==> src/include/rsc_defs.svh <==
// Purpose: Named constants of the reset source control block.
// Assumes: Included by every design file of the block and by the bench; the package does not include it.
// Notes: Offsets are byte addresses on the register bus.
`ifndef RSC_DEFS_SVH
`define RSC_DEFS_SVH

// ****************************************************************
// Timing
// ****************************************************************
`define RSC_CLK_PERIOD_NS 10
`define RSC_BOR_FILTER_NS 1000
`define RSC_SOFT_DELAY_NS 500
`define RSC_HOLD_LAST 4'h7
`define RSC_TIMER_W 16

// ****************************************************************
// Codes
// ****************************************************************
`define RSC_LVL_1V7 8'h66
`define RSC_LVL_1V9 8'h55
`define RSC_LVL_2V55 8'h33
`define RSC_LVL_3V15 8'h99
`define RSC_LVL_3V8 8'hAA
`define RSC_LVL_OFF 8'hF0
`define RSC_LVL_POR 8'h66
`define RSC_PIN_IO 8'h55
`define RSC_PIN_RES 8'hAA
`define RSC_PIN_POR 8'h55
`define RSC_SELFPROG_RST 8'h55

// ****************************************************************
// Register map and fields
// ****************************************************************
`define RSC_ADDR_W 8
`define RSC_A_LEVEL 8'h00
`define RSC_A_CAUSE 8'h04
`define RSC_A_PINSEL 8'h08
`define RSC_A_SELFPROG 8'h0C
`define RSC_A_STATUS 8'h10
`define RSC_A_IRQ_STAT 8'h14
`define RSC_A_IRQ_CLR 8'h18
`define RSC_A_IRQ_EN 8'h1C
`define RSC_CAUSE_W 4
`define RSC_CAUSE_WDT 0
`define RSC_CAUSE_ILL 1
`define RSC_CAUSE_BOR 2
`define RSC_CAUSE_PIN 3
`define RSC_EV_W 6
`define RSC_EV_SELFPROG 4
`define RSC_EV_WDT 5
`define RSC_RESP_OKAY 2'h0
`define RSC_RESP_SLVERR 2'h2

`endif

==> src/include/rsc_pkg.sv <==
// Purpose: Types shared by the reset source control block.
// Assumes: rsc_defs.svh holds the numeric constants.
// Notes: Enumerations carry explicit binary codes.
package rsc_pkg;

  typedef enum logic [2:0]
  {
    RSC_TRIP_1V7 = 3'b000,
    RSC_TRIP_1V9 = 3'b001,
    RSC_TRIP_2V55 = 3'b010,
    RSC_TRIP_3V15 = 3'b011,
    RSC_TRIP_3V8 = 3'b100,
    RSC_TRIP_OFF = 3'b101,
    RSC_TRIP_BAD = 3'b110
  } rsc_trip_t;

  typedef enum logic [0:0]
  {
    RSC_ST_RUN = 1'b0,
    RSC_ST_HOLD = 1'b1
  } rsc_state_t;

  typedef enum logic [2:0]
  {
    RSC_RK_POR = 3'b000,
    RSC_RK_PIN = 3'b001,
    RSC_RK_BOR = 3'b010,
    RSC_RK_SOFT = 3'b011,
    RSC_RK_SELFPROG = 3'b100,
    RSC_RK_WDT_RUN = 3'b101,
    RSC_RK_WDT_SLEEP = 3'b110
  } rsc_kind_t;

endpackage : rsc_pkg

==> src/rsc_reset_source_control.sv <==
// Purpose: Reset source control: level select decode, reset requests, cause flags.
// Assumes: Core sleep/idle state, watchdog expiry and comparator come from outside.
// Notes: Registers are reached over AXI4-Lite; aresetn acts as the power-on reset.
//
// Local design decisions: the address map and the AXI4-Lite interface to the registers.
`include "rsc_defs.svh"

// Function
// - Five level codes select 1.7, 1.9, 2.55, 3.15, 3.8 V trip levels.
// - Code F0 disables brown-out reset entirely.
// - Any other level code resets after soft delay and restores power-on value.
// - Brown-out reset only after filter time; level select kept unchanged.
// - Brown-out event flag, cause bit 2, set on brown-out; cleared by writing zero.
// - Illegal level code flag, cause bit 1; cleared only by writing zero or by power-on.
// - Upper four cause register bits read as zero.
// - Writing 55H to self-program control resets the whole device.
// - Watchdog expiry during running sets the expiry flag.
// - Watchdog expiry in sleep clears only PC and SP, sets both flags.
// - Power-on clears both flags; pin or brown-out reset leaves them.
// - Watchdog expiry while running keeps power-down flag, sets expiry flag.
// - Power-on zeroes PC, disables interrupts, stops timers, stack pointer to top.
// - After any reset except watchdog expiry in sleep, watchdog and time bases cleared; watchdog then starts counting.
// - After power-on all general-purpose ports become inputs.
// - Brown-out detection is off in idle or sleep mode.
// - Undefined pin select code resets after soft delay, sets pin select flag.
module rsc_reset_source_control
  import rsc_pkg::*;
#(
  parameter int unsigned BOR_FILTER_CYC =
    (`RSC_BOR_FILTER_NS + `RSC_CLK_PERIOD_NS - 1) / `RSC_CLK_PERIOD_NS,
  parameter int unsigned SOFT_DELAY_CYC =
    (`RSC_SOFT_DELAY_NS + `RSC_CLK_PERIOD_NS - 1) / `RSC_CLK_PERIOD_NS
)
(
  input wire logic aclk,
  input wire logic aresetn,
  input wire logic [`RSC_ADDR_W-1:0] s_axi_awaddr,
  input wire logic s_axi_awvalid,
  output logic s_axi_awready,
  input wire logic [31:0] s_axi_wdata,
  input wire logic [3:0] s_axi_wstrb,
  input wire logic s_axi_wvalid,
  output logic s_axi_wready,
  output logic [1:0] s_axi_bresp,
  output logic s_axi_bvalid,
  input wire logic s_axi_bready,
  input wire logic [`RSC_ADDR_W-1:0] s_axi_araddr,
  input wire logic s_axi_arvalid,
  output logic s_axi_arready,
  output logic [31:0] s_axi_rdata,
  output logic [1:0] s_axi_rresp,
  output logic s_axi_rvalid,
  input wire logic s_axi_rready,
  input wire logic low_supply,
  input wire logic reset_pin_n,
  input wire logic low_power_mode,
  input wire logic wdt_expiry,
  input wire logic wdt_ctrl_illegal,
  output logic device_reset,
  output logic pc_sp_clear,
  output logic irq_disable_all,
  output logic timers_off,
  output logic stack_to_top,
  output logic wdt_tb_clear,
  output logic ports_as_input,
  output logic brownout_enable,
  output logic wdt_expiry_flag,
  output logic powerdown_flag,
  output logic irq
);

  // ****************************************************************
  // Decoding
  // ****************************************************************
  function automatic rsc_trip_t rsc_trip_decode(input logic [7:0] code);
    case (code)
      `RSC_LVL_1V7: return RSC_TRIP_1V7;
      `RSC_LVL_1V9: return RSC_TRIP_1V9;
      `RSC_LVL_2V55: return RSC_TRIP_2V55;
      `RSC_LVL_3V15: return RSC_TRIP_3V15;
      `RSC_LVL_3V8: return RSC_TRIP_3V8;
      `RSC_LVL_OFF: return RSC_TRIP_OFF;
      default: return RSC_TRIP_BAD;
    endcase
  endfunction : rsc_trip_decode

  function automatic logic rsc_addr_mapped(input logic [`RSC_ADDR_W-1:0] addr);
    case (addr)
      `RSC_A_LEVEL, `RSC_A_CAUSE, `RSC_A_PINSEL, `RSC_A_SELFPROG,
      `RSC_A_STATUS, `RSC_A_IRQ_STAT, `RSC_A_IRQ_CLR, `RSC_A_IRQ_EN: return 1'b1;
      default: return 1'b0;
    endcase
  endfunction : rsc_addr_mapped

  // ****************************************************************
  // Declarations
  // ****************************************************************
  logic [7:0] level_sel_r;
  logic [7:0] level_sel_nxt;
  logic [7:0] pin_sel_r;
  logic [7:0] pin_sel_nxt;
  logic [`RSC_CAUSE_W-1:0] cause_r;
  logic [`RSC_CAUSE_W-1:0] cause_nxt;
  logic [`RSC_CAUSE_W-1:0] cause_set_w;
  logic [`RSC_CAUSE_W-1:0] cause_keep_w;
  logic [`RSC_EV_W-1:0] irq_stat_r;
  logic [`RSC_EV_W-1:0] irq_stat_nxt;
  logic [`RSC_EV_W-1:0] irq_en_r;
  logic [`RSC_EV_W-1:0] irq_ev_w;
  logic [`RSC_EV_W-1:0] irq_clr_w;
  logic to_r;
  logic to_nxt;
  logic pdf_r;
  logic pdf_nxt;
  rsc_state_t state_r;
  rsc_state_t state_nxt;
  rsc_kind_t kind_r;
  rsc_kind_t kind_nxt;
  logic [3:0] hold_cnt_r;
  logic [3:0] hold_cnt_nxt;
  logic full_rst_r;
  logic warm_rst_r;
  rsc_trip_t trip_w;
  logic level_bad_w;
  logic pin_bad_w;
  logic low_supply_s;
  logic reset_pin_s;
  logic bor_expired_w;
  logic soft_expired_w;
  logic running_w;
  logic req_pin_w;
  logic req_selfprog_w;
  logic req_any_w;
  logic enter_w;
  logic aw_held_r;
  logic w_held_r;
  logic [`RSC_ADDR_W-1:0] waddr_r;
  logic [31:0] wdata_r;
  logic [3:0] wstrb_r;
  logic bvalid_r;
  logic [1:0] bresp_r;
  logic rvalid_r;
  logic [1:0] rresp_r;
  logic [31:0] rdata_r;
  logic [31:0] rd_data_w;
  logic wr_fire_w;
  logic wr_lane0_w;
  logic wr_level_w;
  logic wr_cause_w;
  logic wr_pin_w;
  logic wr_irq_clr_w;
  logic wr_irq_en_w;
  logic ar_fire_w;

  // ****************************************************************
  // Input conditioning and timers
  // ****************************************************************
  rsc_sync3 #(.RST_VAL(1'b0)) u_sync_low
  (
    .aclk(aclk),
    .aresetn(aresetn),
    .din(low_supply),
    .dout(low_supply_s)
  );

  rsc_sync3 #(.RST_VAL(1'b1)) u_sync_pin
  (
    .aclk(aclk),
    .aresetn(aresetn),
    .din(reset_pin_n),
    .dout(reset_pin_s)
  );

  assign trip_w = rsc_trip_decode(level_sel_r);
  assign level_bad_w = (trip_w == RSC_TRIP_BAD);
  assign pin_bad_w = (pin_sel_r != `RSC_PIN_IO) && (pin_sel_r != `RSC_PIN_RES);
  assign brownout_enable = (trip_w != RSC_TRIP_OFF) && !level_bad_w
    && !low_power_mode;
  assign running_w = (state_r == RSC_ST_RUN);

  rsc_hold_timer #(.LEN(BOR_FILTER_CYC)) u_bor_filter
  (
    .aclk(aclk),
    .aresetn(aresetn),
    .run(running_w && brownout_enable && low_supply_s),
    .expired(bor_expired_w)
  );

  rsc_hold_timer #(.LEN(SOFT_DELAY_CYC)) u_soft_delay
  (
    .aclk(aclk),
    .aresetn(aresetn),
    .run(running_w && (level_bad_w || pin_bad_w)),
    .expired(soft_expired_w)
  );

  // ****************************************************************
  // Reset request arbitration
  // ****************************************************************
  assign req_pin_w = (pin_sel_r == `RSC_PIN_RES) && !reset_pin_s;
  assign req_selfprog_w = wr_fire_w && wr_lane0_w && (waddr_r == `RSC_A_SELFPROG)
    && (wdata_r[7:0] == `RSC_SELFPROG_RST);
  assign req_any_w = req_pin_w || bor_expired_w || soft_expired_w || wdt_ctrl_illegal
    || req_selfprog_w || wdt_expiry;
  assign enter_w = running_w && req_any_w;

  assign kind_nxt = !enter_w ? kind_r :
    req_pin_w ? RSC_RK_PIN :
    bor_expired_w ? RSC_RK_BOR :
    (soft_expired_w || wdt_ctrl_illegal) ? RSC_RK_SOFT :
    req_selfprog_w ? RSC_RK_SELFPROG :
    low_power_mode ? RSC_RK_WDT_SLEEP : RSC_RK_WDT_RUN;

  always_comb
  begin
    state_nxt = state_r;
    hold_cnt_nxt = hold_cnt_r;
    case (state_r)
      RSC_ST_RUN:
      begin
        hold_cnt_nxt = 4'h0;
        if (enter_w)
        begin
          state_nxt = RSC_ST_HOLD;
        end
      end
      RSC_ST_HOLD:
      begin
        hold_cnt_nxt = hold_cnt_r + 4'h1;
        if (hold_cnt_r == `RSC_HOLD_LAST)
        begin
          state_nxt = RSC_ST_RUN;
        end
      end
      default:
      begin
        state_nxt = RSC_ST_RUN;
      end
    endcase
  end

  always_ff @(posedge aclk)
  begin
    if (!aresetn)
    begin
      state_r <= RSC_ST_HOLD;
      kind_r <= RSC_RK_POR;
      hold_cnt_r <= 4'h0;
      full_rst_r <= 1'b1;
      warm_rst_r <= 1'b0;
    end
    else
    begin
      state_r <= state_nxt;
      kind_r <= kind_nxt;
      hold_cnt_r <= hold_cnt_nxt;
      full_rst_r <= (state_nxt == RSC_ST_HOLD) && (kind_nxt != RSC_RK_WDT_SLEEP);
      warm_rst_r <= (state_nxt == RSC_ST_HOLD) && (kind_nxt == RSC_RK_WDT_SLEEP);
    end
  end

  assign device_reset = full_rst_r;
  assign pc_sp_clear = full_rst_r || warm_rst_r;
  assign irq_disable_all = full_rst_r;
  assign timers_off = full_rst_r;
  assign stack_to_top = full_rst_r;
  assign wdt_tb_clear = full_rst_r;
  assign ports_as_input = full_rst_r;

  // ****************************************************************
  // Flags and control registers
  // ****************************************************************
  assign cause_set_w = {soft_expired_w && pin_bad_w,
                        bor_expired_w,
                        soft_expired_w && level_bad_w,
                        wdt_ctrl_illegal};
  assign cause_keep_w = wr_cause_w ? wdata_r[`RSC_CAUSE_W-1:0] : {`RSC_CAUSE_W{1'b1}};
  assign cause_nxt = (cause_r & cause_keep_w) | cause_set_w;

  assign level_sel_nxt = (enter_w && (kind_nxt != RSC_RK_BOR)
    && (kind_nxt != RSC_RK_WDT_SLEEP)) ? `RSC_LVL_POR :
    wr_level_w ? wdata_r[7:0] : level_sel_r;
  assign pin_sel_nxt = (enter_w && (kind_nxt != RSC_RK_WDT_SLEEP)) ? `RSC_PIN_POR :
    wr_pin_w ? wdata_r[7:0] : pin_sel_r;

  assign to_nxt = (enter_w && ((kind_nxt == RSC_RK_WDT_RUN)
    || (kind_nxt == RSC_RK_WDT_SLEEP))) ? 1'b1 : to_r;
  assign pdf_nxt = (enter_w && (kind_nxt == RSC_RK_WDT_SLEEP)) ? 1'b1 : pdf_r;

  always_ff @(posedge aclk)
  begin
    if (!aresetn)
    begin
      level_sel_r <= `RSC_LVL_POR;
      pin_sel_r <= `RSC_PIN_POR;
      cause_r <= {`RSC_CAUSE_W{1'b0}};
      to_r <= 1'b0;
      pdf_r <= 1'b0;
    end
    else
    begin
      level_sel_r <= level_sel_nxt;
      pin_sel_r <= pin_sel_nxt;
      cause_r <= cause_nxt;
      to_r <= to_nxt;
      pdf_r <= pdf_nxt;
    end
  end

  assign wdt_expiry_flag = to_r;
  assign powerdown_flag = pdf_r;

  // ****************************************************************
  // Interrupts
  // ****************************************************************
  assign irq_ev_w = {enter_w && (kind_nxt == RSC_RK_WDT_RUN || kind_nxt == RSC_RK_WDT_SLEEP),
                     req_selfprog_w, cause_set_w};
  assign irq_clr_w = wr_irq_clr_w ? wdata_r[`RSC_EV_W-1:0] : {`RSC_EV_W{1'b0}};
  assign irq_stat_nxt = (irq_stat_r & ~irq_clr_w) | irq_ev_w;
  assign irq = |(irq_stat_r & irq_en_r);

  always_ff @(posedge aclk)
  begin
    if (!aresetn)
    begin
      irq_stat_r <= {`RSC_EV_W{1'b0}};
      irq_en_r <= {`RSC_EV_W{1'b0}};
    end
    else
    begin
      irq_stat_r <= irq_stat_nxt;
      irq_en_r <= wr_irq_en_w ? wdata_r[`RSC_EV_W-1:0] : irq_en_r;
    end
  end

  // ****************************************************************
  // AXI4-Lite slave
  // ****************************************************************
  assign s_axi_awready = !aw_held_r && !bvalid_r;
  assign s_axi_wready = !w_held_r && !bvalid_r;
  assign wr_fire_w = aw_held_r && w_held_r && !bvalid_r;
  assign wr_lane0_w = wstrb_r[0];
  assign wr_level_w = wr_fire_w && wr_lane0_w && (waddr_r == `RSC_A_LEVEL);
  assign wr_cause_w = wr_fire_w && wr_lane0_w && (waddr_r == `RSC_A_CAUSE);
  assign wr_pin_w = wr_fire_w && wr_lane0_w && (waddr_r == `RSC_A_PINSEL);
  assign wr_irq_clr_w = wr_fire_w && wr_lane0_w && (waddr_r == `RSC_A_IRQ_CLR);
  assign wr_irq_en_w = wr_fire_w && wr_lane0_w && (waddr_r == `RSC_A_IRQ_EN);
  assign s_axi_bvalid = bvalid_r;
  assign s_axi_bresp = bresp_r;

  always_ff @(posedge aclk)
  begin
    if (!aresetn)
    begin
      aw_held_r <= 1'b0;
      w_held_r <= 1'b0;
      waddr_r <= {`RSC_ADDR_W{1'b0}};
      wdata_r <= 32'h0000_0000;
      wstrb_r <= 4'h0;
      bvalid_r <= 1'b0;
      bresp_r <= `RSC_RESP_OKAY;
    end
    else
    begin
      if (s_axi_awvalid && s_axi_awready)
      begin
        aw_held_r <= 1'b1;
        waddr_r <= s_axi_awaddr;
      end
      else if (wr_fire_w)
      begin
        aw_held_r <= 1'b0;
      end
      if (s_axi_wvalid && s_axi_wready)
      begin
        w_held_r <= 1'b1;
        wdata_r <= s_axi_wdata;
        wstrb_r <= s_axi_wstrb;
      end
      else if (wr_fire_w)
      begin
        w_held_r <= 1'b0;
      end
      if (wr_fire_w)
      begin
        bvalid_r <= 1'b1;
        bresp_r <= rsc_addr_mapped(waddr_r) ? `RSC_RESP_OKAY : `RSC_RESP_SLVERR;
      end
      else if (s_axi_bready)
      begin
        bvalid_r <= 1'b0;
      end
    end
  end

  assign ar_fire_w = s_axi_arvalid && !rvalid_r;
  assign s_axi_arready = !rvalid_r;
  assign s_axi_rvalid = rvalid_r;
  assign s_axi_rresp = rresp_r;
  assign s_axi_rdata = rdata_r;

  assign rd_data_w =
    (s_axi_araddr == `RSC_A_LEVEL) ? {24'h000000, level_sel_r} :
    (s_axi_araddr == `RSC_A_CAUSE) ? {28'h0000000, cause_r} :
    (s_axi_araddr == `RSC_A_PINSEL) ? {24'h000000, pin_sel_r} :
    (s_axi_araddr == `RSC_A_STATUS) ? {25'h0, trip_w, low_power_mode,
                                       brownout_enable, pdf_r, to_r} :
    (s_axi_araddr == `RSC_A_IRQ_STAT) ? {26'h0, irq_stat_r} :
    (s_axi_araddr == `RSC_A_IRQ_EN) ? {26'h0, irq_en_r} : 32'h0000_0000;

  always_ff @(posedge aclk)
  begin
    if (!aresetn)
    begin
      rvalid_r <= 1'b0;
      rresp_r <= `RSC_RESP_OKAY;
      rdata_r <= 32'h0000_0000;
    end
    else if (ar_fire_w)
    begin
      rvalid_r <= 1'b1;
      rresp_r <= rsc_addr_mapped(s_axi_araddr) ? `RSC_RESP_OKAY : `RSC_RESP_SLVERR;
      rdata_r <= rd_data_w;
    end
    else if (s_axi_rready)
    begin
      rvalid_r <= 1'b0;
    end
  end

endmodule : rsc_reset_source_control

==> src/rsc_sync3.sv <==
// Purpose: Three-stage synchroniser for an asynchronous level.
// Assumes: Input may change at any time relative to aclk.
// Notes: The output follows only once stages two and three agree.
`include "rsc_defs.svh"
module rsc_sync3
  import rsc_pkg::*;
#(
  parameter bit RST_VAL = 1'b0
)
(
  input wire logic aclk,
  input wire logic aresetn,
  input wire logic din,
  output logic dout
);

  logic s1_r;
  logic s2_r;
  logic s3_r;
  logic agree_w;

  assign agree_w = (s2_r == s3_r);

  always_ff @(posedge aclk)
  begin
    if (!aresetn)
    begin
      s1_r <= RST_VAL;
      s2_r <= RST_VAL;
      s3_r <= RST_VAL;
      dout <= RST_VAL;
    end
    else
    begin
      s1_r <= din;
      s2_r <= s1_r;
      s3_r <= s2_r;
      if (agree_w)
      begin
        dout <= s3_r;
      end
    end
  end

endmodule : rsc_sync3

==> src/rsc_hold_timer.sv <==
// Purpose: Counts cycles while a condition holds and flags when it lasted LEN cycles.
// Assumes: LEN fits the timer width and is at least one.
// Notes: Dropping run restarts the count from zero.
`include "rsc_defs.svh"
module rsc_hold_timer
  import rsc_pkg::*;
#(
  parameter int unsigned LEN = 1
)
(
  input wire logic aclk,
  input wire logic aresetn,
  input wire logic run,
  output logic expired
);

  localparam logic [`RSC_TIMER_W-1:0] LEN_W = `RSC_TIMER_W'(LEN);

  logic [`RSC_TIMER_W-1:0] cnt_r;

  assign expired = run && (cnt_r == LEN_W);

  always_ff @(posedge aclk)
  begin
    if (!aresetn || !run)
    begin
      cnt_r <= '0;
    end
    else if (cnt_r != LEN_W)
    begin
      cnt_r <= cnt_r + `RSC_TIMER_W'(1);
    end
  end

endmodule : rsc_hold_timer

==> config.mk <==
export PLATFORM = sky130hd
export DESIGN_NAME = rsc_reset_source_control
export DESIGN_NICKNAME = d
export VERILOG_FILES = /design/src/include/rsc_pkg.sv /design/src/rsc_reset_source_control.sv /design/src/rsc_sync3.sv /design/src/rsc_hold_timer.sv
export VERILOG_INCLUDE_DIRS = /design/src /design/src/include
export SDC_FILE = /design/constraint.sdc
export NUM_CORES = 1
export LEC_CHECK = 0
export BUFFER_PORTS_ARGS = -buffer_cell sky130_fd_sc_hd__clkbuf_2
export CORE_MARGIN = 1.5
export CORE_UTILIZATION = 49
export DETAILED_ROUTE_END_ITERATION = 8
export MAX_ROUTING_LAYER = met4
export PLACE_DENSITY_LB_ADDON = 0.3
export SYNTH_ARGS = -nofsm -noshare
export SYNTH_HDL_FRONTEND = slang
export SYNTH_SLANG_ARGS = --single-unit
==> constraint.sdc <==
create_clock -name aclk -period 2.39 [get_ports aclk]
set_clock_uncertainty 0.15 [all_clocks]
set_input_delay 0.478 -clock aclk [delete_from_list [all_inputs] [get_ports aclk]]
set_output_delay 0.478 -clock aclk [all_outputs]
set_load 0.1 [all_outputs]
* Word level (Yosys, flattened, before mapping)
Memories as Yosys holds them, arrays and structs flattened. A register that Yosys moved wholly into a read port is not among the register bits. Cells that the tools add are included.
Word-level totals: bits in registers 141, input port bits 64, memories kept 2, output and inout port bits 52, ROM bits 64, word-level logic and storage cells 180
Memories:
- (name not given) | depth 32, width 1, read ports 1, clocked after memory_dff 0, wr ports 0, line rsc_reset_source_control.sv:88 | case (addr)
- (name not given) | depth 32, width 1, read ports 1, clocked after memory_dff 1, wr ports 0, line rsc_reset_source_control.sv:88
Cells by class: add/subtract/negate cells 3, bitwise gates (word level) 8, muxes and demuxes 36, reductions and logical operators 66, equal/unequal tests 33
Operators by type and width (number):
- 8-bit by 5-bit equality test with 1-bit output (second input constant) | 5
- 1-bit logical AND | 34
- 16-bit by 1-bit adder with 16-bit output (second input constant) | 2
- 8-bit equality test (second input constant) | 4
- 8-bit by 4-bit equality test with 1-bit output (second input constant) | 3
- 8-bit by 7-bit equality test with 1-bit output (second input constant) | 3
- 8-bit two-way mux | 3
- 6-bit two-way mux | 3
- 3-bit case mux with 6 select lines | 1
- 16-bit by 6-bit equality test with 1-bit output (second input constant) | 1
- 16-bit by 7-bit equality test with 1-bit output (second input constant) | 1
- 8-bit by 3-bit equality test with 1-bit output (second input constant) | 2
- 8-bit logical NOT | 2
- 16-bit by 6-bit != test with 1-bit output (second input constant) | 1
- 16-bit by 7-bit != test with 1-bit output (second input constant) | 1
- 1-bit two-way mux | 15
- 6-bit bitwise AND | 2
- 3-bit two-way mux | 4
- 1-bit logical OR | 11
- 1-bit logical NOT | 10
- 5-bit two-way mux | 2
- 3-bit equality test (second input constant) | 3
- 8-bit by 6-bit equality test with 1-bit output (second input constant) | 1
- 2-bit two-way mux | 4
- 20 further kinds | 28

* Longest topological paths before layout
Gate-level depths: netlist of the first run.
word-level depth 20, mapped depth 9, gate-level depth less buffers 9

* Cells and area by module
From an unflattened synthesis of the first run, not the netlist that was laid out.
Second synthesis, totals: cells, all modules 664, area, all modules 5594.1 um^2
By module, submodules not included:
- rsc_reset_source_control | times used 1, area an instance 3758.6 um^2, cells each 457, sequential area each 1521.5 um^2
- rsc_hold_timer (u_soft_delay) | times used 1, area an instance 827.0 um^2, cells each 97, sequential area each 320.3 um^2
- rsc_hold_timer (u_bor_filter) | times used 1, area an instance 779.5 um^2, cells each 90, sequential area each 320.3 um^2
- rsc_sync3 (u_sync_low) | times used 1, area an instance 116.4 um^2, cells each 10, sequential area each 80.1 um^2
- rsc_sync3 (u_sync_pin) | times used 1, area an instance 112.6 um^2, cells each 10, sequential area each 80.1 um^2

* Worst setup path before layout of the first run
OpenSTA, ideal clock, no wires.
kind register to register, start point reg level_sel_r[4], end point reg u_bor_filter.cnt_r[10], period minus slack after synthesis 4.524 ns, buffers on the path 1, setup time 0.065 ns, setup slack -2.134 ns, data arrival time 4.309 ns, cell stages (with the launch flop) 7, data required time 2.175 ns, cells stage by stage dfxtp_1 > nor4bb_1 > nand2_1 > a211oi_1 > nand3_1 > clkbuf_1 > nor2_1
Between the ends: longest elaborated chain between the ends 10, elaborated cells on any way between the ends 16, classes of those cells eq/ne: 8; mux: 1; reduce/logical: 7
RTL lines:
- start, declared | line rsc_reset_source_control.sv:98 | logic [7:0] level_sel_r;
- start signal, assigned | line rsc_reset_source_control.sv:294 | level_sel_r <= `RSC_LVL_POR;
- start signal, assigned | line rsc_reset_source_control.sv:302 | level_sel_r <= level_sel_nxt;
- 8-bit equality test, or another cell as far along | line rsc_reset_source_control.sv:76 | case (code)
- 3-bit case mux with 6 select lines (*) | line rsc_reset_source_control.sv:76
- 3-bit equality test | line rsc_reset_source_control.sv:175 | assign level_bad_w = (trip_w == RSC_TRIP_BAD);
- 1-bit logical NOT | line rsc_reset_source_control.sv:177 | assign brownout_enable = (trip_w != RSC_TRIP_OFF) && !level_bad_w
- 1-bit logical AND (*) | line rsc_reset_source_control.sv:177
- 1-bit logical AND (*) | line rsc_reset_source_control.sv:178 | && !low_power_mode;
- via brownout_enable | line rsc_reset_source_control.sv:66 | output logic brownout_enable,
- 1-bit logical AND (*) (2 in a row) | line rsc_reset_source_control.sv:185 | .run(running_w && brownout_enable && low_supply_s),
- 1-bit logical NOT (*) | line rsc_hold_timer.sv:25 | if (!aresetn || !run)
- 1-bit logical OR (*) | line rsc_hold_timer.sv:25
- end signal, assigned | line rsc_hold_timer.sv:31 | cnt_r <= cnt_r + `RSC_TIMER_W'(1);
- end, declared | line rsc_hold_timer.sv:19 | logic [`RSC_TIMER_W-1:0] cnt_r;
The timed path passes the listed nets; every way through them passes the cells marked *. A chain may end at the register's enable or synchronous reset.

* Worst setup path in the final report of the first run
start point reg level_sel_r[1], end point out brownout_enable
Between the ends: longest elaborated chain between the ends 6, elaborated cells on any way between the ends 12, classes of those cells eq/ne: 8; mux: 1; reduce/logical: 3
RTL lines (line):
- 8-bit equality test, or another cell as far along | rsc_reset_source_control.sv:76
- 3-bit case mux with 6 select lines (*) | rsc_reset_source_control.sv:76
- 3-bit equality test | rsc_reset_source_control.sv:175
- 1-bit logical NOT | rsc_reset_source_control.sv:177
- 1-bit logical AND (*) | rsc_reset_source_control.sv:177
- 1-bit logical AND (*) | rsc_reset_source_control.sv:178
- end, declared | rsc_reset_source_control.sv:66
Every way passes the cells marked *; elsewhere a longest branch is shown, timed or not.

==> results of run 1 <==
metal layers:
layer  routed length, um  share of wire [%]
met5                   0                  0
met4                 688                4.6
met3                 788                5.3
met2                7602                 51
met1                5843                 39
path summary, 6_finish.rpt:
kind                                 startpoint              end
worst max-delay path             level_sel_r[1]  brownout_enable
worst min-delay path                 low_supply  u_sync_low.s1_r
worst max register to register   level_sel_r[1]     pin_sel_r[2]
worst min register to register  u_sync_pin.s1_r  u_sync_pin.s2_r
state kept, by name, summed over array words and instances, names as in the netlist, 3 cells and up, named ones only:
name,count
kind_r,3
irq_stat_r,6
hold_cnt_r,4
level_sel_r,8
cause_r,4
pin_sel_r,8
wdata_r,8
u_bor_filter.cnt_r,16
u_soft_delay.cnt_r,16
waddr_r,8
irq_en_r,6
s_axi_rdata,8
cell usage after synthesis (13+ instances only):
cell type,number,area [um2]
nand3_1,32,160.2
dfxtp_1,116,2322
nor2_1,91,341.6
nand2_1,80,300.3
clkbuf_1,14,52.55
buf_4,33,247.7
xor2_1,17,148.9
xnor2_1,15,131.4
o21ai_0,18,90.09
inv_1,17,63.81
a21oi_1,52,260.3
mux2i_1,13,130.1
power groups by stage:
stage | Combinational, mW | Sequential (mW) | Clock, mW
floorplan | 0.410 | 2.15 | 0
global placement | 0.592 | 2.05 | 0
detailed placement | 0.598 | 2.06 | 0
CTS | 0.610 | 2.01 | 2.47
global route | 0.669 | 2.02 | 2.56
finish | 0.635 | 2.01 | 2.45
through the flow:
stage / setup slack [ps] / utilization (%)
after floorplan: -216.7 / -
after global placement: -127.5 / 58.30
after detailed placement: -264.9 / 58.30
after CTS: -306.2 / 65.24
after global routing: -423.9 / 67.42
final: -372.7 / 67.42
area by class of cell:
class | count | area [um2]
Tap cell | 140 | 175.2
Sequential cell | 116 | 2340
Timing Repair Buffer | 155 | 1062
Multi-Input combinational cell | 474 | 3029
Clock buffer | 18 | 417.9
Clock inverter | 14 | 156.4
Fill cell | 859 | 3501
Inverter | 17 | 63.81
kinds of logic after synthesis:
| family | synth area share [%] |
|---|---|
| simple gates | 25.36 |
| compound gates | 13.84 |
| flops | 43.30 |
| buf+inv | 6.930 |
| xor+xnor | 5.226 |
| mux | 4.106 |
| fa+ha+maj | 1.167 |
| other cells | 0.06993 |
repair_timing:
action / 4_1_cts / 5_1_grt
endpoints found under the setup margin: 25 / 31
hold buffers: 2 / 0
gates resized for setup: 21 / 30
endpoints found under the hold margin: 2 / 0
buffers inserted: 6 / 16
pin swaps: 10 / 17
==> impl_metrics.yaml, run 1 <==
outcome:
  status: "finished, violations left"
  violations: "setup timing"
global_route:
  gr-total-overflow: 0
  antenna_found_initial: 0
  grt_usage_pct: 26.28
  top_usage_layer: "met2"
  use_met1_pct: 30.06
  grt_max_degree: 47
  grt_pass1_vias: 4941
  grt_pass1_wl_mm: 23.15
  use_met3_pct: 5.872
  grtUsageMet2_pct: 44.40
setup_path:
  crit_family: "compound AO/OA/AOI/OAI gates"
  crit_path_cell_trace: "nor4bb_4 -> o22ai_4 -> buf_6 -> a211oi_4 -> buf_12"
  critPathBufInv: 2
  crit_fanout: 5
  startpoint_type: "flip-flop"
  crit_slowest_cell: "dfxtp_4"
  crit_type: "flip-flop to output port"
  reg2reg_depth: 11
  rrSetupSlack_ps: -250
  cp_num_cells: 5
  critical_path_required_ps: 1760
  endpoint_kind: "output port"
  crit_arrival_ps: 2130
  max_stage_delay_ps: 380
clock_network:
  cts.sinks: 116
  path_clk_slew_ps: 60
  cts_buffer_depth: 2
  root_buffer: "clkbuf_8"
  clkLatencyLatePin_ps: 530
  cts_tree: "yes"
  cts_inserted_buffers: 17
  htreeDepth: 4
sta:
  post-route-min-period_ps: 2763
  setup_tns_ps: -4117
  fmax_ghz: 0.3620
  rsz0062_at_grt: "yes"
  min_period_over_period_pct: 115.6
  slew_headroom_pct: 63.11
  setup_viol_count_final: 23
  fin_ws_ps: -372.7
  hold_viol_final: 0
  worst_pin_slew_ps: 555.7
  finalMaxSlewViolations: 0
  finalHoldWorstSlack_ps: 13.22
power_and_ir_drop:
  power_density_mw_per_mm2: 704.0
  p_int_mw: 3.616
  p_leak_nw: 2.989
  totalPowerFinal_mw: 5.100
  swShare_pct: 29.09
  p_seq_share_pct: 39.5
  comb_power_share_pct: 12.5
  p_switching_mw: 1.484
  ir_drop_mv: 0.3983
  p_clk_share_pct: 48.1
route:
  routed_wirelength_mm: 14.92
  drtIter0Drc: 413
  drcViolationCount: 0
  wl_per_cell_um: 15.98
  viasPerCell: 5.536
  first_pass_iters: 5
  drtAntennaViolNets: 0
  num_vias: 5171
die:
  coreArea_mm2: 0.01075
  start_util_pct: 49.91
  pin_count: 116
  die_area_mm2: 0.01158
  die_height_um: 107.6
  row_count: 38
  die-width_um: 107.6
logic_synthesis:
  ys_types: 60
  synth_area_mm2: 0.005363
  yosysWarnings: 0
  ys_async_sr_fraction_pct: 0
  ys_seq_area_share_pct: 43.30
  synth_ff_type: "dfxtp_1"
  synthCells: 631
  synth.avg_cell_area_um2: 8.499
  synth-seq-cells: 116
  synth_edf_count: 0
final_layout:
  nNetsFinal: 850
  syn2layout_area_growth_pct: 35.09
  antenna_cells: 0
  drive_gt1_share_pct: 30.48
  final_common_cell: "dfxtp_1"
  layout_common_cells: "108 x dfxtp_1, 85 x nor2_1, 82 x buf_4"
  fin_area_mm2: 0.007244
  finish.cell_count_without_fillers: 934
placement:
  io_buffers: 62
  hpwl_mm: 9.670
  dp.cells: 878
  place_area_mm2: 0.006265
  place_congestion: 0.9170
flow_run:
  max-cap-violations: 0
hold_path:
  hold_path.class: "primary input to flip-flop"
  min_path_cells: 2
Power figures use the tool's default switching activity.
==> inputs of run 2 (changes only) <==
--- a/config.mk
+++ b/config.mk
@@ -10,7 +10,6 @@
 export CORE_MARGIN = 1.5
 export CORE_UTILIZATION = 49
 export DETAILED_ROUTE_END_ITERATION = 8
-export MAX_ROUTING_LAYER = met4
 export PLACE_DENSITY_LB_ADDON = 0.3
 export SYNTH_ARGS = -nofsm -noshare
 export SYNTH_HDL_FRONTEND = slang
==> impl_metrics.yaml, run 2 (same netlist as run 1, synthesis figures left out) <==
outcome:
  status: "finished, violations left"
  violations: "setup timing"
final_layout:
  drive_gt1_share_pct: 28.68
  fin_area_mm2: 0.007067
  largestRegisters: "u_bor_filter.cnt_r (16), u_soft_delay.cnt_r (16)"
  syn2layout_area_growth_pct: 31.78
  antenna_cells: 0
  final_common_cell: "dfxtp_1"
  layout_common_cells: "108 x dfxtp_1, 89 x nor2_1, 78 x nand2_1"
  nNetsFinal: 830
sta:
  rsz0062_at_grt: "yes"
  hold_viol_final: 0
  fmax_ghz: 0.3704
  post-route-min-period_ps: 2700
  fin_ws_ps: -309.8
  worst_pin_slew_ps: 544.8
  slew_headroom_pct: 63.83
  finalMaxSlewViolations: 0
  min_period_over_period_pct: 113.0
  setup_viol_count_final: 23
power_and_ir_drop:
  p_seq_share_pct: 39.8
  comb_power_share_pct: 12.3
  p_int_mw: 3.597
  power_density_mw_per_mm2: 716.0
  p_clk_share_pct: 47.9
  ir_drop_mv: 0.4802
  p_leak_nw: 2.880
  p_switching_mw: 1.462
  swShare_pct: 28.90
setup_path:
  endpoint_kind: "output port"
  r2r_start: "level_sel_r[5]"
  reg2reg_depth: 8
  crit_type: "flip-flop to output port"
  startpoint_type: "flip-flop"
  crit_fanout: 4
  rrSetupSlack_ps: -240
  r2r_end: "kind_r[0]"
  critical_path_required_ps: 1760
  crit_arrival_ps: 2070
clock_network:
  root_buffer: "clkbuf_8"
  clkLatencyLatePin_ps: 520
  cts_inserted_buffers: 17
  htreeDepth: 4
  path_clk_slew_ps: 60
  cts.sinks: 116
  cts_tree: "yes"
  cts_buffer_depth: 2
route:
  num_vias: 4975
  drtAntennaViolNets: 0
  viasPerCell: 5.443
  drtIter0Drc: 356
  drcViolationCount: 0
  routed_wirelength_mm: 14.40
  wl_per_cell_um: 15.75
  first_pass_iters: 5
die:
  pin_count: 116
  row_count: 38
  die_height_um: 107.6
  start_util_pct: 49.91
  die_area_mm2: 0.01158
  die-width_um: 107.6
  coreArea_mm2: 0.01075
global_route:
  antenna_found_initial: 0
  grt_usage_pct: 25.00
  grt_pass1_wl_mm: 22.39
  grt_max_degree: 47
  grt_pass1_vias: 4706
  gr-total-overflow: 0
hold_path:
  hold_start: "reset_pin_n"
  min_path_cells: 2
  min_to: "u_sync_pin.s1_r"
  hold_path.class: "primary input to flip-flop"
flow_run:
  max-cap-violations: 0
placement:
  hpwl_mm: 9.655
  io_buffers: 62
  place_ws_ps: -215.4
  place_congestion: 0.9076
  place_area_mm2: 0.006242
==> run 2: changes by cell type in the layout (fill, tap and decap cells not counted), sizes merged <==
cell and change:
buf -19, clkbuf -1, clkinv -1, clkinvlp +3
dlygate4sd3 -1, inv -1
==> run 2: worst max path at each step <==
stage / startpoint / end / slack [ps] / depth (start not counted)
after detailed placement: level_sel_r[6] / level_sel_r[1] / -220 / 7
after floorplan: level_sel_r[1] / u_bor_filter.cnt_r[1] / -220 / 6
final: level_sel_r[2] / brownout_enable / -310 / 5
after global routing: level_sel_r[2] / brownout_enable / -410 / 5
after CTS: level_sel_r[0] / brownout_enable / -240 / 5
after global placement: u_bor_filter.cnt_r[14] / pin_sel_r[1] / -160 / 8
==> run 2: metal layers <==
layer | vias up | part of all wire [%] | track usage [%] | wire length [um]
met4 | 0 | 3.5 | 12.31 | 497
met1 | 2348 | 40 | 28.97 | 5763
met3 | 42 | 5.3 | 5.751 | 763
li1 | 2408 | - | - | -
met5 | - | 0 | 0 | 0
met2 | 177 | 51 | 43.27 | 7375
==> run 2: through the flow <==
| step | total power, mW | setup TNS, ps | hold slack [ps] | utilization, % | std cells |
|---|---|---|---|---|---|
| floorplan | 2.556 | -3482 | 236.3 | - | 656 |
| global placement | 2.645 | -1509 | 242.4 | 58.09 | 875 |
| detailed placement | 2.655 | -2985 | 249.4 | 58.09 | 875 |
| CTS | 5.062 | -2173 | 6.198 | 64.80 | 914 |
| global route | 5.220 | -4647 | 12.45 | 65.77 | 914 |
| finish | 5.060 | -2861 | 16.53 | 65.77 | 914 |
==> run 2: power by group through the flow <==
| stage | sequential (mW) | combinational (mW) | clock, mW |
|---|---|---|---|
| 2_1_floorplan | 2.15 | 0.410 | 0 |
| 4_1_cts | 2.01 | 0.611 | 2.44 |
| 5_1_grt | 2.02 | 0.656 | 2.55 |
| 3_3_place_gp | 2.05 | 0.592 | 0 |
| 3_5_place_dp | 2.06 | 0.599 | 0 |
| 6_report | 2.01 | 0.624 | 2.42 |
==> run 2: final cells by class <==
type | count | area (um2)
fill | 899 | 3679
multi-input combinational | 474 | 3033
sequential | 116 | 2342
timing repair buffer | 135 | 879.6
clock buffer | 17 | 414.1
tap | 140 | 175.2
clock inverter | 15 | 158.9
inverter | 17 | 63.81
==> run 2: what timing repair did <==
item                                    CTS  global route
resized for setup                        20            21
pin swaps                                 7            14
hold buffers                              1             0
hold endpoints to repair                  1             0
setup buffers                             6             1
endpoints found under the setup margin   24            27
==> run 2: worst max-delay path, cell delays in order, from the launching register on <==
cell and delay, ps:
dfxtp_1 370, nor4bb_4 350, buf_4 180, nand2_4 80
a211oi_4 340, buf_12 220
==> inputs of run 3 (changes only) <==
--- a/config.mk
+++ b/config.mk
@@ -6,10 +6,10 @@
 export SDC_FILE = /design/constraint.sdc
 export NUM_CORES = 1
 export LEC_CHECK = 0
-export BUFFER_PORTS_ARGS = -buffer_cell sky130_fd_sc_hd__clkbuf_2
 export CORE_MARGIN = 1.5
-export CORE_UTILIZATION = 49
+export CORE_UTILIZATION = 55
 export DETAILED_ROUTE_END_ITERATION = 8
+export DONT_BUFFER_PORTS = 1
 export PLACE_DENSITY_LB_ADDON = 0.3
 export SYNTH_ARGS = -nofsm -noshare
 export SYNTH_HDL_FRONTEND = slang
==> impl_metrics.yaml, run 3 (same netlist as run 1, synthesis figures left out) <==
final_layout:
  largestRegisters: "u_bor_filter.cnt_r (16), u_soft_delay.cnt_r (16)"
  final_common_cell: "dfxtp_1"
  fin_area_mm2: 0.007139
  seqCellArea_mm2: 0.002346
  drive_gt1_share_pct: 22.66
  syn2layout_area_growth_pct: 33.13
  layout_common_cells: "107 x dfxtp_1, 89 x buf_4, 88 x nor2_1"
  antenna_cells: 0
  multi_input_area_mm2: 0.002953
  nNetsFinal: 815
  fillCellCount: 637
setup_path:
  endpoint_kind: "output port"
  critPathBufInv: 2
  critical_path_required_ps: 1760
  r2r_end: "level_sel_r[2]"
  cp_num_cells: 5
  crit_slowest_cell: "dfxtp_4"
  reg2reg_depth: 7
  crit_fanout: 5
  crit_path_cell_trace: "nor4bb_4 -> buf_4 -> nand2_8 -> a211oi_4 -> buf_12"
  max_stage_delay_ps: 390
  r2r_start: "level_sel_r[6]"
  crit_arrival_ps: 2080
  crit_family: "buffers and inverters"
  startpoint_type: "flip-flop"
  rrSetupSlack_ps: -280
  crit_type: "flip-flop to output port"
clock_network:
  path_clk_slew_ps: 60
  clkLatencyLatePin_ps: 540
  cts_inserted_buffers: 17
  cts_buffer_depth: 2
  htreeDepth: 4
  cts_tree: "yes"
  root_buffer: "clkbuf_8"
  cts.sinks: 116
die:
  row_count: 35
  die_area_mm2: 0.01035
  coreArea_mm2: 0.009328
  pin_count: 116
  die-width_um: 101.7
  start_util_pct: 57.49
  die_height_um: 101.7
outcome:
  status: "finished, violations left"
  violations: "setup timing"
sta:
  fmax_ghz: 0.3696
  slew_headroom_pct: 41.40
  setup_tns_ps: -3433
  fin_ws_ps: -315.6
  setup_viol_count_final: 24
  hold_viol_final: 0
  finalMaxSlewViolations: 0
  worst_pin_slew_ps: 876.2
  min_period_over_period_pct: 113.2
  post-route-min-period_ps: 2706
  rsz0062_at_grt: "yes"
  finalHoldWorstSlack_ps: 23.56
flow_run:
  max-cap-violations: 0
hold_path:
  hold_path.class: "primary input to flip-flop"
  min_path_cells: 2
  hold_start: "wdt_expiry"
  min_to: "irq_stat_r[5]"
route:
  routed_wirelength_mm: 14.87
  drcViolationCount: 0
  drtAntennaViolNets: 0
  drtIter0Drc: 237
  first_pass_iters: 5
  num_vias: 4973
  viasPerCell: 5.600
  wl_per_cell_um: 16.74
global_route:
  gr-total-overflow: 0
  grt_pass1_vias: 5030
  antenna_found_initial: 0
  grt_pass1_wl_mm: 23.71
  grt_usage_pct: 30.27
  grt_max_degree: 47
power_and_ir_drop:
  power_density_mw_per_mm2: 733.3
  ir_drop_mv: 0.7305
  p_leak_nw: 2.858
placement:
  hpwl_mm: 9.779
  place_area_mm2: 0.006097
  io_buffers: 0
  place_congestion: 0.9430
[run 3: layout make-up]
type	instances	share of cell area [%]
Tap cell	129	2.261
Multi-Input combinational cell	474	41.36
Timing Repair Buffer	120	14.16
Inverter	17	0.8938
Sequential cell	116	32.86
Clock inverter	13	2.419
Clock buffer	19	6.046
[run 3: where the power goes]
group | switching, mW | leakage (nW) | internal (mW)
Clock | 0.968 | 0.294 | 1.63
Combinational | 0.477 | 1.62 | 0.147
Sequential | 0.0301 | 0.944 | 1.98
Total | 1.48 | 2.86 | 3.76
[run 3: how the worst max path moves through the flow]
stage                                      start                    end  slack (ps)
after global placement    u_bor_filter.cnt_r[14]         level_sel_r[1]        -140
after global routing              level_sel_r[6]         level_sel_r[2]        -390
after CTS                         level_sel_r[5]        brownout_enable        -310
after detailed placement          level_sel_r[6]         level_sel_r[2]        -230
final                             level_sel_r[4]        brownout_enable        -320
after floorplan                   level_sel_r[1]  u_bor_filter.cnt_r[1]        -220
[run 3: repair_timing]
| item | CTS | global route |
|---|---|---|
| endpoints found under the setup margin | 25 | 26 |
| pin swaps | 5 | 5 |
| endpoints found under the hold margin | 52 | 0 |
| buffers inserted | 6 | 3 |
| resized for setup | 19 | 10 |
| hold buffers | 25 | 0 |
[run 3: per-layer routing]
layer	track usage [%]	vias to the layer above	share of wire, %
li1	-	2380	-
met1	32.89	2384	39
met2	54.21	164	52
met3	6.349	45	5.0
met4	17.74	0	3.6
met5	0	-	0
[run 3: per-stage QoR]
step / setup WS [ps] / util, % / power (mW) / instances
finish: -315.6 / 76.54 / 5.236 / 888
global route: -388.2 / 76.54 / 5.372 / 888
CTS: -308.5 / 75.84 / 5.240 / 886
detailed placement: -235.0 / 65.37 / 2.616 / 823
global placement: -143.0 / 65.37 / 2.606 / 823
floorplan: -216.7 / - / 2.556 / 656
